==> config.mk <==
export PLATFORM = sky130hd
export DESIGN_NAME = touch_adc_power_sleep_control
export DESIGN_NICKNAME = d
export VERILOG_FILES = /design/src/rtl/touch_pkg.sv /design/src/rtl/touch_adc_power_sleep_control.sv
export VERILOG_INCLUDE_DIRS = /design/src /design/src/rtl
export SDC_FILE = /design/constraint.sdc
export NUM_CORES = 1
export LEC_CHECK = 0
export BUFFER_PORTS_ARGS = -buffer_cell sky130_fd_sc_hd__buf_4
export CORE_ASPECT_RATIO = 1.1
export CORE_MARGIN = 2
export CORE_UTILIZATION = 63
export DETAILED_ROUTE_END_ITERATION = 7
export PLACE_DENSITY = 0.95
export SKIP_LAST_GASP = 1
export SLEW_MARGIN = 5
export SYNTH_ARGS = -nofsm -noshare
export SYNTH_HDL_FRONTEND = slang
export SYNTH_SLANG_ARGS = --single-unit
==> constraint.sdc <==
create_clock -name clock -period 5.55 [get_ports clock]
set_input_delay 1.665 -clock clock [delete_from_list [all_inputs] [get_ports clock]]
set_output_delay 1.665 -clock clock [all_outputs]
set_load 0.1 [all_outputs]
==> src/rtl/touch_cfg.svh <==
// Offsets, field positions, reset values and edge counts of the touch power control
`ifndef TOUCH_CFG_SVH
`define TOUCH_CFG_SVH
`define CMD_START_BIT    7
`define CMD_MODE_BIT     3
`define CMD_SER_BIT      2
`define CMD_PD1_BIT      1
`define CMD_PD0_BIT      0
`define RESET_CMD        8'h00
`define SLEEP_CHANNEL    3'h6
`define CHAN_Y_AXIS      3'h1
`define CHAN_Z1          3'h3
`define CHAN_Z2          3'h4
`define CHAN_X_AXIS      3'h5
`define SW_Y_AXIS        4'h3
`define SW_PRESSURE      4'h6
`define SW_X_AXIS        4'hC
`define SW_PEN_WAIT      4'h1
`define SW_OPEN          4'h0
`define EDGE_CHAN        5'h04
`define EDGE_SW          5'h05
`define EDGE_SER         5'h06
`define EDGE_REF         5'h07
`define EDGE_CMD         5'h08
`define FALL_TRACK_START 5'h05
`define FALL_TRACK_END   5'h08
`define FALL_CONV_END    5'h14
`define CNT_MAX          5'h1F
`endif

==> src/rtl/touch_pkg.sv <==
// Types shared by the touch power and sleep control
package touch_pkg;
	typedef logic [2:0] channel_t;
	typedef logic [4:0] edge_count_t;
	typedef enum logic [1:0] {
		awake      = 2'b00,
		sleep_hiz  = 2'b01,
		sleep_high = 2'b10
	} sleep_t;
endpackage : touch_pkg

==> src/rtl/touch_adc_power_sleep_control.sv <==
// Power, panel switch, pen interrupt and sleep control of a touch converter
// Summary of operation
// - Accepted command loads stored settings, reference bit one edge before the rest
// - Last accepted command state held until next
// - Sleep is channel 110 with differential select
// - Asleep, select high: panel open, irq per mode
// - Sleep outputs only while chip select high
// - Sleep entered at rising serial edge eight
// - Sleep command power bits also applied
// - Ordinary command returns device to normal operation
// - After power-up device is awake
// - Reference bit takes effect at rising edge seven
// - Converter bit takes effect at rising edge eight
// - Converter on: switches held until rising edge five
// - Converter on, select high, awake: only Y-minus closed
// - Auto power-down: converter on during conversion only
// - Auto mode: pen detect enabled outside conversion
// - Converter-only: powered, axis drivers on while selected
// - Reference-only: reference always on, converter auto
// - Reference-only: pen detect off falls five-twenty
// - Both bits: irq high while select high
// - Eight bits, MSB first, on rising edges
// - Select high, awake, not both bits: touch pulls irq low
`include "touch_cfg.svh"

module touch_adc_power_sleep_control (
	input  wire logic         clock,
	input  wire logic         nrst,
	input  wire logic         chip_select_n,
	input  wire logic         serial_clock,
	input  wire logic         data_in,
	input  wire logic         touch_detect,
	output logic              ref_power_on,
	output logic              conv_power_on,
	output logic              x_plus_pin,
	output logic              x_minus_pin,
	output logic              y_plus_pin,
	output logic              y_minus_pin,
	output logic              touch_irq_n,
	output logic              touch_irq_oe_n,
	output logic              asleep,
	output touch_pkg::channel_t channel_sel,
	output logic              resolution_sel,
	output logic              single_ended_sel,
	output logic              ref_power_bit,
	output logic              conv_power_bit
);

	// Switch pattern {x+, x-, y+, y-} closed for a channel
	function automatic logic [3:0] sw_pattern(input touch_pkg::channel_t ch);
		case (ch)
			`CHAN_Y_AXIS: sw_pattern = `SW_Y_AXIS;
			`CHAN_Z1:     sw_pattern = `SW_PRESSURE;
			`CHAN_Z2:     sw_pattern = `SW_PRESSURE;
			`CHAN_X_AXIS: sw_pattern = `SW_X_AXIS;
			default:      sw_pattern = `SW_OPEN;
		endcase
	endfunction : sw_pattern

	// Position channels, whose drivers keep the irq pulled low
	function automatic logic is_axis(input touch_pkg::channel_t ch);
		is_axis = (ch == `CHAN_X_AXIS) || (ch == `CHAN_Y_AXIS);
	endfunction : is_axis

	logic [3:0]            sync_a;
	logic [3:0]            sync_b;
	logic [3:0]            sync_c;
	logic [3:0]            filt;
	logic                  sclk_prev;
	logic                  sclk_rise;
	logic                  sclk_fall;
	logic                  cs_low;
	logic                  touched;
	touch_pkg::edge_count_t rise_cnt;
	touch_pkg::edge_count_t fall_cnt;
	logic [7:0]            cmd_shift;
	logic [7:0]            next_cmd;
	logic                  started;
	touch_pkg::channel_t   live_chan;
	logic                  live_ser;
	touch_pkg::sleep_t     sleep_state;
	logic [3:0]            next_sw;
	logic                  next_conv_on;
	logic                  next_irq_n;
	logic                  next_irq_oe_n;
	logic                  in_conv;
	logic                  in_track;

	// Pins cross into this clock through three stages
	always_ff @(posedge clock or negedge nrst) begin
		if (!nrst) begin
			sync_a <= 4'h1;
			sync_b <= 4'h1;
			sync_c <= 4'h1;
		end else begin
			sync_a <= {touch_detect, data_in, serial_clock, chip_select_n};
			sync_b <= sync_a;
			sync_c <= sync_b;
		end
	end

	// A change counts only when the second and third stage agree
	always_ff @(posedge clock or negedge nrst) begin
		if (!nrst) begin
			filt <= 4'h1;
		end else begin
			for (int i = 0; i < 4; i++) begin
				if (sync_b[i] == sync_c[i]) begin
					filt[i] <= sync_c[i];
				end
			end
		end
	end

	assign cs_low    = ~filt[0];
	assign touched   = filt[3];
	assign sclk_rise = filt[1] & ~sclk_prev;
	assign sclk_fall = ~filt[1] & sclk_prev;
	assign next_cmd  = {cmd_shift[6:0], filt[2]};

	// Serial clock edge detection on the filtered level
	always_ff @(posedge clock or negedge nrst) begin
		if (!nrst) begin
			sclk_prev <= 1'b0;
		end else begin
			sclk_prev <= filt[1];
		end
	end

	// Edge counters run only inside a frame; saturate so long frames are harmless
	always_ff @(posedge clock or negedge nrst) begin
		if (!nrst) begin
			rise_cnt <= 5'h00;
			fall_cnt <= 5'h00;
		end else if (!cs_low) begin
			rise_cnt <= 5'h00;
			fall_cnt <= 5'h00;
		end else begin
			if (sclk_rise && rise_cnt != `CNT_MAX) begin
				rise_cnt <= rise_cnt + 5'h01;
			end
			if (sclk_fall && fall_cnt != `CNT_MAX) begin
				fall_cnt <= fall_cnt + 5'h01;
			end
		end
	end

	// Command bits enter MSB first on rising serial edges
	always_ff @(posedge clock or negedge nrst) begin
		if (!nrst) begin
			cmd_shift <= 8'h00;
		end else if (!cs_low) begin
			cmd_shift <= 8'h00;
		end else if (sclk_rise && rise_cnt < `EDGE_CMD) begin
			cmd_shift <= next_cmd;
		end
	end

	// Channel and mode of the command in flight, for the tracking window
	always_ff @(posedge clock or negedge nrst) begin
		if (!nrst) begin
			live_chan <= 3'h0;
			live_ser  <= 1'b0;
		end else if (cs_low && sclk_rise) begin
			if (rise_cnt == `EDGE_CHAN - 5'h01) begin
				live_chan <= next_cmd[2:0];
			end
			if (rise_cnt == `EDGE_SER - 5'h01) begin
				live_ser <= next_cmd[0];
			end
		end
	end

	// A frame without the start bit leaves every setting alone; at the seventh
	// rise only six bits are in, so the start bit sits one place lower than at the eighth
	assign started = cmd_shift[`CMD_START_BIT - 2];

	// Reference bit lands one edge before the rest of the command
	always_ff @(posedge clock or negedge nrst) begin
		if (!nrst) begin
			ref_power_bit <= 1'b0;
		end else if (cs_low && sclk_rise && rise_cnt == `EDGE_REF - 5'h01 && started) begin
			ref_power_bit <= filt[2];
		end
	end

	// Remaining settings load together and hold until the next command
	always_ff @(posedge clock or negedge nrst) begin
		if (!nrst) begin
			channel_sel      <= 3'h0;
			resolution_sel   <= 1'b0;
			single_ended_sel <= 1'b0;
			conv_power_bit   <= 1'b0;
		end else if (cs_low && sclk_rise && rise_cnt == `EDGE_CMD - 5'h01
			&& cmd_shift[`CMD_START_BIT - 1]) begin
			channel_sel      <= next_cmd[6:4];
			resolution_sel   <= next_cmd[`CMD_MODE_BIT];
			single_ended_sel <= next_cmd[`CMD_SER_BIT];
			conv_power_bit   <= next_cmd[`CMD_PD0_BIT];
		end
	end

	// Sleep decision at the eighth rising edge; reset leaves the device awake
	always_ff @(posedge clock or negedge nrst) begin
		if (!nrst) begin
			sleep_state <= touch_pkg::awake;
		end else if (cs_low && sclk_rise && rise_cnt == `EDGE_CMD - 5'h01
			&& cmd_shift[`CMD_START_BIT - 1]) begin
			if (next_cmd[6:4] == `SLEEP_CHANNEL && !next_cmd[`CMD_SER_BIT]) begin
				if (next_cmd[`CMD_MODE_BIT]) begin
					sleep_state <= touch_pkg::sleep_hiz;
				end else begin
					sleep_state <= touch_pkg::sleep_high;
				end
			end else begin
				sleep_state <= touch_pkg::awake;
			end
		end
	end

	// Tracking runs from fall five to fall eight, or to twenty when differential
	assign in_conv  = cs_low && fall_cnt >= `FALL_TRACK_START && fall_cnt < `FALL_CONV_END;
	assign in_track = cs_low && fall_cnt >= `FALL_TRACK_START
		&& fall_cnt < (live_ser ? `FALL_TRACK_END : `FALL_CONV_END);

	// Panel driver switches
	always_comb begin
		next_sw = `SW_PEN_WAIT;
		if (!cs_low) begin
			if (sleep_state != touch_pkg::awake) begin
				next_sw = `SW_OPEN;
			end else begin
				next_sw = `SW_PEN_WAIT;
			end
		end else if (rise_cnt < `EDGE_SW) begin
			if (conv_power_bit) begin
				next_sw = {x_plus_pin, x_minus_pin, y_plus_pin, y_minus_pin};
			end else begin
				next_sw = `SW_PEN_WAIT;
			end
		end else if (conv_power_bit && is_axis(live_chan)) begin
			next_sw = sw_pattern(live_chan);
		end else if (in_track) begin
			next_sw = sw_pattern(live_chan);
		end else if (!conv_power_bit) begin
			next_sw = `SW_PEN_WAIT;
		end else begin
			next_sw = `SW_OPEN;
		end
	end

	// Converter is up for the whole frame, or only while converting
	always_comb begin
		if (conv_power_bit) begin
			next_conv_on = cs_low;
		end else begin
			next_conv_on = in_conv;
		end
	end

	// Pen interrupt level and drive enable; enable is low while driving
	always_comb begin
		next_irq_n    = 1'b1;
		next_irq_oe_n = 1'b0;
		if (!cs_low) begin
			if (sleep_state == touch_pkg::sleep_hiz) begin
				next_irq_oe_n = 1'b1;
			end else if (sleep_state == touch_pkg::sleep_high) begin
				next_irq_n = 1'b1;
			end else if (ref_power_bit && conv_power_bit) begin
				next_irq_n = 1'b1;
			end else begin
				next_irq_n = ~touched;
			end
		end else if (in_conv) begin
			next_irq_n = ~is_axis(live_chan);
		end else if (conv_power_bit) begin
			next_irq_n = ~is_axis(channel_sel);
		end else begin
			next_irq_n = ~touched;
		end
	end

	// All outputs leave from flip-flops
	always_ff @(posedge clock or negedge nrst) begin
		if (!nrst) begin
			x_plus_pin     <= 1'b0;
			x_minus_pin    <= 1'b0;
			y_plus_pin     <= 1'b0;
			y_minus_pin    <= 1'b1;
			conv_power_on  <= 1'b0;
			ref_power_on   <= 1'b0;
			touch_irq_n    <= 1'b1;
			touch_irq_oe_n <= 1'b0;
			asleep         <= 1'b0;
		end else begin
			{x_plus_pin, x_minus_pin, y_plus_pin, y_minus_pin} <= next_sw;
			conv_power_on  <= next_conv_on;
			ref_power_on   <= ref_power_bit;
			touch_irq_n    <= next_irq_n;
			touch_irq_oe_n <= next_irq_oe_n;
			asleep         <= sleep_state != touch_pkg::awake;
		end
	end

endmodule : touch_adc_power_sleep_control

[Word level (Yosys, flattened, before mapping)]
Cells that the tools add are included.
Cells by class
  add/sub/neg operators: 2
  order comparisons: 5
  equality and inequality tests: 20
  muxes and demuxes: 26
  bitwise logic cells: 8
  reduce and logical (&&, ||, !) cells: 24
Operators by type and width (count)
  2-to-1 mux 5 bit: 5
  2-to-1 mux 4 bit: 5
  equality test 5 x 3 -> 1 bit, second input constant: 3
  logical AND 1 bit: 14
  2-to-1 mux 7 bit: 2
  equality test 3 bit, second input constant: 4
  case mux 4 bit (3 select lines): 1
  2-to-1 mux 1 bit: 11
  adder 5 x 1 -> 5 bit, second input constant: 2
  inequality test 5 bit, second input constant: 2
  nonzero test 2 bit: 4
  equality test 3 x 1 -> 1 bit, second input constant: 2
  NOT 1 bit: 6
  equality test 5 x 2 -> 1 bit, second input constant: 1
  >= comparator 5 x 3 -> 1 bit, second input constant: 1
  < comparator 5 x 3 -> 1 bit, second input constant: 1
  < comparator 5 x 4 -> 1 bit, second input constant: 1
  < comparator 5 bit: 1
  < comparator 5 bit, second input constant: 1
  equality test 1 bit: 4
  2-to-1 mux 2 bit: 2
  AND reduction 2 bit: 2
  equality test 3 x 2 -> 1 bit, second input constant: 1
  inequality test 3 bit, second input constant: 1
  6 further kinds: 8
Word-level totals
  bits in registers: 56
  bits of input ports: 6
  output and inout port bits: 16
  logic and storage cells: 113

[Logic depth before layout (Yosys ltp)]
Gate-level depths: netlist of run 1.
  word-level depth: 7
  depth in mapped cells: 7
  depth with buffers taken out: 7

[Least setup slack after synthesis of run 1]
Ideal clock, no wire load.
  path type: reg2out
  from: reg conv_power_bit
  to: out conv_power_bit
  arrival: 973 ps
  data required time: 3885 ps
  setup slack: 2912 ps
  cell stages (with the launch flop): 1
  buffers on the path: 0
  path through: dfrtp_1
RTL lines
  start: declaration: line touch_adc_power_sleep_control.sv:46  | output logic conv_power_bit
  start signal: assignment: line touch_adc_power_sleep_control.sv:199  | conv_power_bit <= next_cmd[`CMD_PD0_BIT];
No word-level cell between the ends.

[Worst setup path in the final report of run 1]
  from: reg conv_power_bit
  to: out conv_power_bit
No word-level cell between the ends.

==> results.json, run 1 <==
{
  "core.rowCount": 23,
  "ioPinCount": 22,
  "overflow": 0,
  "track_usage_pct": 20.4,
  "clockRootBuffer": "clkbuf_8",
  "port_buffers": 21,
  "layout-area-overhead-vs-synth_pct": 12.1,
  "dieArea_sq_um": 4400,
  "cts_max_path_buffers": 2,
  "ant_nets": 0,
  "cap_violations": 0,
  "numCtsBuffers": 5,
  "path_cells": "buf_4",
  "initial_core_util_pct": 66.4,
  "final_max_slew_viol_count": 0,
  "finalSetupTns_ns": 0,
  "dpl.hpwl_mm": 2.73,
  "ff_latch_area_sq_um": 1410,
  "die_y_um": 69.3,
  "tightest_slew_ns": 0.662,
  "placed_area_sq_um": 2630,
  "rsz0062_at_grt": "no",
  "coreArea_sq_um": 3680,
  "min_period_ns": 2.83,
  "ys_warn_count": 0,
  "grt_max_degree": 57,
  "timing_hold_violations_final": 0,
  "path_buf_inv": 1,
  "vias": 1534,
  "worstSetupPathType": "flip-flop to output port",
  "vias_per_cell": 5.79,
  "worstSetupEndpointType": "output port",
  "antenna_found_initial": 0,
  "period_share_pct": 50.9,
  "synthArstFlopShare_pct": 100,
  "h-tree-depth": 2,
  "fin_nets": 229,
  "setup_viol": 0,
  "ir_drop_mv": 0.217,
  "synth_flop_cell": "dfrtp_1",
  "wl_per_cell_um": 15.2,
  "first_iter_violations": 94,
  "cts_tree": "yes",
  "drt_first_pass_iters": 4,
  "post_cts_resized": 0,
  "clock_skew_ns": 0.00697,
  "route.detailed.drc": 0,
  "syn_area_per_cell_sq_um": 12.9,
  "clock-sinks": 56,
  "critPathTopFamily": "flip-flops",
  "max_stage_delay_ns": 0.50,
  "cp_data_arrival_time_ns": 1.16,
  "drive_gt1_share_pct": 27.9,
  "synth_enable_flop_cells": 0,
  "start_kind": "flip-flop",
  "cp_slowest_cell": "dfrtp_1",
  "netlist-cell-type-count": 45,
  "power_density_nw_per_um2": 285,
  "leakage_uw": 0.00126,
  "max_slew_margin_pct": 55.9,
  "status": "finished clean",
  "synthCells": 190,
  "critPathMaxFanout": 8,
  "hold_class": "flip-flop to flip-flop",
  "grt_pass1_wl_mm": 7.02,
  "synth_area_sq_um": 2440,
  "cts_setup_buffers": 0,
  "clk_pin_slew_ns": 0.10,
  "routed_wirelength_mm": 4.04,
  "ys_ff_latch": 56,
  "synth-seq-area-share_pct": 57.6,
  "syn_nets": 205,
  "n_antenna_cell": 0,
  "die_w_um": 63.4,
  "timing.fmax_ghz": 0.354,
  "cp.required_ns": 3.88,
  "grt_pass1_vias": 1549,
  "n_fill_cell": 240,
  "hold_buffers": 0,
  "insertion_delay_ns": 0.31,
  "finalWeightedCongestion": 0.819,
  "multi_input_comb_area_sq_um": 975,
  "design_area_sq_um": 2740
}
## final cells by class
cell class / count / area share (%)
well taps: 50 / 2.28
flip-flops and latches: 56 / 51.4
repair buffers: 21 / 5.75
clock buffers: 5 / 2.51
inverters: 6 / 0.822
multi-input cells: 124 / 35.6
clock inverters: 3 / 1.69
## cells by family (layout without fill, tap and decap cells)
family / count (synthesis) / after routing / synth area share [%]
AO/OA/AOI/OAI: 30 / 30 / 9.11
buffers and inverters: 10 / 35 / 2.51
AND/OR/NAND/NOR: 59 / 59 / 13.7
adder cells (fa/ha/maj): 13 / 13 / 6.24
multiplexers: 16 / 16 / 8.70
flip-flops: 56 / 56 / 57.6
XOR/XNOR: 6 / 6 / 2.15
## metrics by stage
stage	power (uW)	setup slack (ns)	std cells	hold WS, ns	util, %
2_1_floorplan	497	2.91	190	0.331	-
3_3_place_gp	516	3.10	257	0.336	71.3
3_5_place_dp	520	3.08	257	0.338	71.3
4_1_cts	787	2.73	265	0.360	74.4
5_1_grt	817	2.68	265	0.367	74.4
6_report	781	2.72	265	0.358	74.4
## final timing paths
check | startpoint | to | slack, ns | cells after the start
min in group asynchronous | nrst | sync_a[1] | 1.38 | 1
hold reg to reg | sync_a[1] | sync_b[1] | 0.36 | 0
max in group asynchronous | nrst | rise_cnt[3] | 3.73 | 1
setup reg to reg | rise_cnt[0] | rise_cnt[3] | 3.41 | 7
setup / recovery | conv_power_bit | conv_power_bit | 2.72 | 1
hold / removal | sync_a[1] | sync_b[1] | 0.36 | 0
## flip-flops by register name, indices dropped and copies added, names as in the netlist, 2 cells and up
register / count
cmd_shift: 7
fall_cnt: 5
rise_cnt: 5
filt: 4
sync_a: 4
sync_b: 4
sync_c: 4
channel_sel: 3
live_chan: 3
sleep_state: 2
## per-layer routing
metal	wire length (um)	share of wire [%]	GRT usage, %	up-vias
met3	133	3.3	5.03	14
met5	0	0	0	-
met4	114	2.8	8.94	0
met2	1970	49	31.7	38
li1	-	-	-	728
met1	1820	45	27.4	754
## cells in the mapped netlist (3+ instances only)
cell,number,area (sq um)
dfrtp_1,50,1250
nor2_1,16,60.1
nand2_1,12,45.0
mux2_4,10,150
ha_1,9,113
a22o_2,7,70.1
dfstp_2,6,158
inv_1,6,22.5
a211oi_1,4,30.0
a21oi_1,4,20.0
maj3_1,4,40.0
mux2i_1,4,40.0
nand2b_1,4,25.0
nand3_1,4,20.0
nand4_1,4,25.0
o21ai_0,4,20.0
xor2_1,4,35.0
a31oi_1,3,18.8
nor3_1,3,15.0
## cell usage in the layout (no fill, tap or decap), types with 2 or more instances in the layout
cell type / n
mux2_4: 10
mux2i_1: 4
nand3_1: 4
nand2_1: 12
o21ai_0: 4
nand4_1: 4
nor3b_2: 2
a31oi_1: 3
xor2_1: 4
nand2b_1: 4
a22o_2: 7
ha_1: 9
a22oi_1: 2
xnor2_1: 2
o21a_1: 2
inv_1: 6
dfrtp_1: 50
a211oi_1: 4
nor2_1: 16
buf_4: 21
clkbuf_8: 5
mux2_1: 2
maj3_1: 4
nor3_1: 3
a21oi_1: 4
dfstp_2: 6
## power breakdown
| group | total [uW] | internal (uW) | switching (uW) | leakage, uW |
|---|---|---|---|---|
| clock | 268 | 136 | 132 | 0.0000548 |
| sequential | 450 | 427 | 22.8 | 0.000728 |
| combinational | 62.9 | 25.1 | 37.8 | 0.000474 |
No activity file was read; power rests on OpenSTA's default activity.
==> run 2, diff against run 1 <==
--- a/config.mk
+++ b/config.mk
@@ -6,12 +6,13 @@
 export SDC_FILE = /design/constraint.sdc
 export NUM_CORES = 1
 export LEC_CHECK = 0
+export ABC_AREA = 1
 export BUFFER_PORTS_ARGS = -buffer_cell sky130_fd_sc_hd__buf_4
 export CORE_ASPECT_RATIO = 1.1
 export CORE_MARGIN = 2
-export CORE_UTILIZATION = 63
+export CORE_UTILIZATION = 52
 export DETAILED_ROUTE_END_ITERATION = 7
-export PLACE_DENSITY = 0.95
+export PLACE_DENSITY = 0.85
 export SKIP_LAST_GASP = 1
 export SLEW_MARGIN = 5
 export SYNTH_ARGS = -nofsm -noshare
==> constraint.sdc (replaced) <==
create_clock -name clock -period 2.6 [get_ports clock]
set_input_delay 0.78 -clock clock [delete_from_list [all_inputs] [get_ports clock]]
set_output_delay 0.78 -clock clock [all_outputs]
set_load 0.1 [all_outputs]
==> results.json, run 2 <==
{
  "clk_pin_slew_ns": 0.09,
  "worstSetupPathType": "flip-flop to output port",
  "cap_violations": 0,
  "place_inst": 322,
  "mostFrequentLayoutCell": "nand2_1",
  "yosys.area.top_type": "dfrtp_1",
  "syn_area_per_cell_sq_um": 9.50,
  "power_density_nw_per_um2": 609,
  "ys_ff_latch": 56,
  "synth_flop_cell": "dfrtp_1",
  "multi_input_comb_area_sq_um": 820,
  "p_clk_share_pct": 33.7,
  "final_cell_mix": "nand2_1 (61), dfrtp_1 (50), inv_1 (35)",
  "core.rowCount": 25,
  "finalSetupTns_ns": 0,
  "top_regs": "cmd_shift (7), fall_cnt (5), rise_cnt (5)",
  "reg2reg_from": "fall_cnt[0]",
  "die_w_um": 68.4,
  "cp_slowest_cell": "dfstp_2",
  "cts_max_path_buffers": 2,
  "largest_reg_flops": 7,
  "ff_latch_area_sq_um": 1410,
  "netlist_top_cells_count": "nand2_1 (61), dfrtp_1 (50), inv_1 (35), nor2_1 (18)",
  "synthArstFlopShare_pct": 100,
  "drt_first_pass_iters": 4,
  "ioPinCount": 22,
  "hold_path_depth": 0,
  "hold_class": "flip-flop to flip-flop",
  "vias": 1680,
  "clockRootBuffer": "clkbuf_8",
  "route.detailed.drc": 0,
  "initial_core_util_pct": 54.6,
  "swShare_pct": 24.4,
  "timing_hold_violations_final": 0,
  "tightest_slew_ns": 0.664,
  "h-tree-depth": 2,
  "coreArea_sq_um": 4350,
  "critPathMaxFanout": 2,
  "worstHoldEndpoint": "sync_b[3]",
  "netlist-cell-type-count": 26,
  "grt_pass1_wl_mm": 6.78,
  "synth-seq-area-share_pct": 59.3,
  "switchingPower_uw": 400,
  "synth_area_sq_um": 2370,
  "dieArea_sq_um": 5120,
  "fin_nets": 290,
  "syn_nets": 265,
  "die_y_um": 74.9,
  "vias_per_cell": 5.09,
  "leakage_uw": 0.00133,
  "clock_skew_ns": 0.00671,
  "synthCells": 250,
  "cp.required_ns": 1.82,
  "internal_power_uw": 1240,
  "critPathTopFamily": "flip-flops",
  "insertion_delay_ns": 0.31,
  "hold_buffers": 0,
  "regMostFlops": "cmd_shift",
  "post-route-util_pct": 61.9,
  "clock-sinks": 56,
  "synth.most_common_cell": "nand2_1",
  "status": "finished clean",
  "p_seq_share_pct": 57.4,
  "finalWeightedCongestion": 0.844,
  "port_buffers": 21,
  "reg2reg_to": "fall_cnt[2]",
  "ys_warn_count": 0,
  "max_stage_delay_ns": 0.55,
  "routed_wirelength_mm": 4.00,
  "ant_nets": 0,
  "timing.reg2reg.setup_slack_ns": 0.73,
  "antenna_found_initial": 0,
  "timing.fmax_ghz": 0.521,
  "r2r_cells": 8,
  "overflow": 0,
  "cts_tree": "yes",
  "grt_pass1_vias": 1521,
  "min_period_ns": 1.92,
  "hp-start": "sync_a[3]",
  "synth_area_leaders": "dfrtp_1 (53%), nand2_1 (9.6%), dfstp_2 (6.6%), inv_1 (5.5%), ha_1 (4.7%)",
  "track_usage_pct": 18.3,
  "drive_gt1_share_pct": 15.2,
  "synth_enable_flop_cells": 0,
  "rsz0062_at_grt": "no",
  "p_comb_share_pct": 8.9,
  "start_kind": "flip-flop",
  "max_slew_margin_pct": 55.7,
  "worstSetupEndpointType": "output port",
  "wl_per_cell_um": 12.1,
  "cp_data_arrival_time_ns": 1.14,
  "n_antenna_cell": 0,
  "path_cells": "buf_4",
  "first_iter_violations": 112,
  "post_cts_resized": 0,
  "ir_drop_mv": 0.318,
  "numCtsBuffers": 5,
  "setup_viol": 0,
  "dpl.hpwl_mm": 2.84,
  "grt_max_degree": 57,
  "path_buf_inv": 1,
  "period_share_pct": 73.9,
  "n_fill_cell": 359,
  "cts_setup_buffers": 0,
  "layout-area-overhead-vs-synth_pct": 13.4,
  "final_max_slew_viol_count": 0,
  "synth_top_area_share_pct": 52.7,
  "layoutNonFillerInstCount": 330
}
## run 2: changes by cell type in the layout (fill, tap and decap cells not counted), moves of 7 or more
cell	delta
nand2_1	+49
mux2_4	-10
a22o_2	-7
inv_1	+29
o22ai_1	+7
## run 2: worst max path at each step
stage,cells past startpoint,start,to,slack (ns)
finish,1,y_minus_pin,y_minus_pin,0.68
global route,9,fall_cnt[0],fall_cnt[3],0.63
CTS,1,y_minus_pin,y_minus_pin,0.67
detailed placement,8,fall_cnt[0],fall_cnt[2],0.78
global placement,9,fall_cnt[0],fall_cnt[3],0.90
floorplan,0,conv_power_bit,conv_power_bit,0.88
## run 2: power by group through the flow
stage	combinational (uW)	sequential, uW	clock [uW]
after global placement	142	956	0
final	146	941	552
after global routing	167	947	605
after floorplan	86.6	966	0
after detailed placement	146	958	0
after CTS	147	941	570
## run 2: layout make-up
| type | count | area share, % |
|---|---|---|
| multi-input cells | 156 | 30.4 |
| repair buffers | 21 | 5.86 |
| well taps | 54 | 2.51 |
| clock inverters | 2 | 1.30 |
| inverters | 35 | 4.88 |
| clock buffers | 6 | 2.70 |
| flip-flops and latches | 56 | 52.3 |
## run 2: kinds of logic (layout without fill, tap and decap cells)
| logic type | after synthesis | in the layout | share of synthesized area, % |
|---|---|---|---|
| AOI/OAI and AO/OA | 39 | 39 | 9.33 |
| adders and majority gates | 13 | 13 | 6.43 |
| buffers and inverters | 38 | 64 | 6.16 |
| DFF | 56 | 56 | 59.3 |
| and+or+nand+nor | 104 | 104 | 18.8 |
## run 2: per-layer routing
| metal | track usage, % | up-vias | routed length [um] |
|---|---|---|---|
| met3 | 4.48 | 9 | 173 |
| met5 | 0 | - | 0 |
| met1 | 24.2 | 783 | 1860 |
| met4 | 10.4 | 0 | 113 |
| li1 | - | 859 | - |
| met2 | 27.4 | 29 | 1850 |
## run 2: stage by stage
stage | hold slack (ns) | power, uW | area, sq um | setup slack (ns)
3_3_place_gp | 0.331 | 1100 | 2580 | 0.902
6_report | 0.347 | 1640 | 2690 | 0.679
4_1_cts | 0.357 | 1660 | 2690 | 0.671
3_5_place_dp | 0.336 | 1100 | 2580 | 0.775
5_1_grt | 0.353 | 1720 | 2690 | 0.625
2_1_floorplan | 0.331 | 1050 | 2370 | 0.879
==> run 3, diff against run 2 <==
==> constraint.sdc (replaced) <==
create_clock -name clock -period 1.6 [get_ports clock]
set_input_delay 0.48 -clock clock [delete_from_list [all_inputs] [get_ports clock]]
set_output_delay 0.48 -clock clock [all_outputs]
set_load 0.1 [all_outputs]
==> results.json, run 3 (same netlist as run 2, synthesis figures left out) <==
{
  "final_max_slew_viol_count": 0,
  "path_buf_inv": 1,
  "hold_buffers": 0,
  "worstSetupEndpointType": "flip-flop",
  "final_cell_mix": "nand2_1 (61), dfrtp_1 (50), inv_1 (34)",
  "max_stage_delay_ns": 0.40,
  "status": "complete, but fails checks",
  "first_iter_violations": 113,
  "mostFrequentLayoutCell": "nand2_1",
  "drive_gt1_share_pct": 21.3,
  "critPathMaxFanout": 5,
  "setup_viol": 1,
  "cp.required_ns": 1.85,
  "die_w_um": 68.4,
  "routed_wirelength_mm": 4.21,
  "timing_hold_violations_final": 0,
  "cap_violations": 0,
  "hold_class": "primary input to asynchronous set/reset pin",
  "vias_per_cell": 5.12,
  "grt_pass1_wl_mm": 7.18,
  "max_slew_margin_pct": 61.7,
  "whs_ns": 0.138,
  "clock-sinks": 56,
  "route.detailed.drc": 0,
  "coreArea_sq_um": 4350,
  "path_cells": "ha_2, inv_2, nor3_2, ha_2, nor3_4, nand4_1, nand2_1, nand2_1, nor2_1",
  "leakage_uw": 0.00140,
  "grt_pass1_vias": 1695,
  "top_regs": "cmd_shift (7), fall_cnt (5), rise_cnt (5)",
  "min_period_ns": 1.61,
  "numCtsBuffers": 5,
  "wl_per_cell_um": 12.2,
  "clock_skew_ns": 0.00991,
  "tightest_slew_ns": 0.570,
  "vias": 1767,
  "die_y_um": 74.9,
  "dieArea_sq_um": 5120,
  "cts_max_path_buffers": 2,
  "ir_drop_mv": 0.484,
  "ant_nets": 0,
  "antenna_found_initial": 0,
  "cp_data_arrival_time_ns": 1.85,
  "reg2reg_from": "fall_cnt[1]",
  "power.total_uw": 2610,
  "overflow": 0,
  "start_kind": "flip-flop",
  "failed_checks": "setup timing",
  "largest_reg_flops": 7,
  "power_density_nw_per_um2": 920,
  "finalWeightedCongestion": 0.806,
  "core.rowCount": 25,
  "layout-area-overhead-vs-synth_pct": 19.6,
  "cts_tree": "yes",
  "track_usage_pct": 18.7,
  "h-tree-depth": 2,
  "worstSetupPathType": "flip-flop to flip-flop",
  "clk_pin_slew_ns": 0.10,
  "drt_first_pass_iters": 4,
  "timing.fmax_ghz": 0.623,
  "clockRootBuffer": "clkbuf_8",
  "regMostFlops": "cmd_shift",
  "initial_core_util_pct": 54.6,
  "dpl.hpwl_mm": 3.01,
  "ioPinCount": 22,
  "port_buffers": 21,
  "critPathLaunch": "fall_cnt[1]",
  "period_share_pct": 100,
  "n_antenna_cell": 0,
  "insertion_delay_ns": 0.31,
  "grt_max_degree": 57,
  "critPathTopFamily": "simple AND/OR/NAND/NOR gates",
  "fin_nets": 305,
  "timing.final.ws_setup_ns": -0.00580,
  "cp_slowest_cell": "dfrtp_1",
  "rsz0062_at_grt": "yes"
}
==> run 3: cell types whose count changed in the layout (fill, tap and decap cells not counted), sizes merged <==
cell    delta
buf       +15
bufinv     -1
clkbuf     +1
==> run 3: path summary, 6_finish.rpt <==
path	endpoint	slack [ns]	depth (start not counted)
min in group clock	sync_a[2]	0.27	1
worst min-delay path	channel_sel[2]	0.14	2
worst min register to register	sync_b[2]	0.36	0
max in group asynchronous	touch_irq_n	1.18	2
worst max-delay path	fall_cnt[3]	-0.006	9
worst max register to register	fall_cnt[3]	-0.006	9
==> run 3: area by class of cell <==
| cell class | instances | area [sq um] |
|---|---|---|
| Multi-Input combinational cell | 156 | 843 |
| Timing Repair Buffer | 36 | 294 |
| Clock inverter | 1 | 8.76 |
| Sequential cell | 56 | 1410 |
| Fill cell | 332 | 1510 |
| Tap cell | 54 | 67.6 |
| Inverter | 35 | 131 |
| Clock buffer | 7 | 86.3 |
==> run 3: per-stage QoR <==
step | TNS, ns | cells | cell area (sq um) | worst slack (ns) | util, %
2_1_floorplan | 0 | 250 | 2380 | 0.0240 | -
3_3_place_gp | 0 | 332 | 2680 | 0.0322 | 61.6
3_5_place_dp | -0.145 | 332 | 2680 | -0.0711 | 61.6
4_1_cts | 0 | 341 | 2790 | 0.0138 | 64.1
5_1_grt | -0.427 | 345 | 2840 | -0.118 | 65.3
6_report | -0.00580 | 345 | 2840 | -0.00580 | 65.3
==> run 3: what timing repair did <==
item	CTS	global route
endpoints found under the setup margin	7	12
buffers inserted	1	4
pin swaps	2	5
resized for setup	2	9
==> run 3: worst register-to-register path: stages (launching register included) <==
cell	delay, ns
dfrtp_1	0.40
ha_2	0.20
inv_2	0.06
nor3_2	0.04
ha_2	0.19
nor3_4	0.25
nand4_1	0.16
nand2_1	0.11
nand2_1	0.06
nor2_1	0.08
==> run 3: power by group <==
group	internal, uW	leakage (uW)	switching [uW]
clock network	355	0.0000484	433
logic	112	0.000624	191
registers	1480	0.000728	42.7
==> run 3: per-layer routing <==
metal | vias up | global-route usage [%] | share of wire, % | wire (um)
met5 | - | 0 | 0 | 0
met4 | 0 | 8.44 | 2.3 | 96
met3 | 7 | 4.04 | 4.3 | 181
met2 | 49 | 31.9 | 50 | 2090
met1 | 827 | 22.4 | 44 | 1840
li1 | 884 | - | - | -
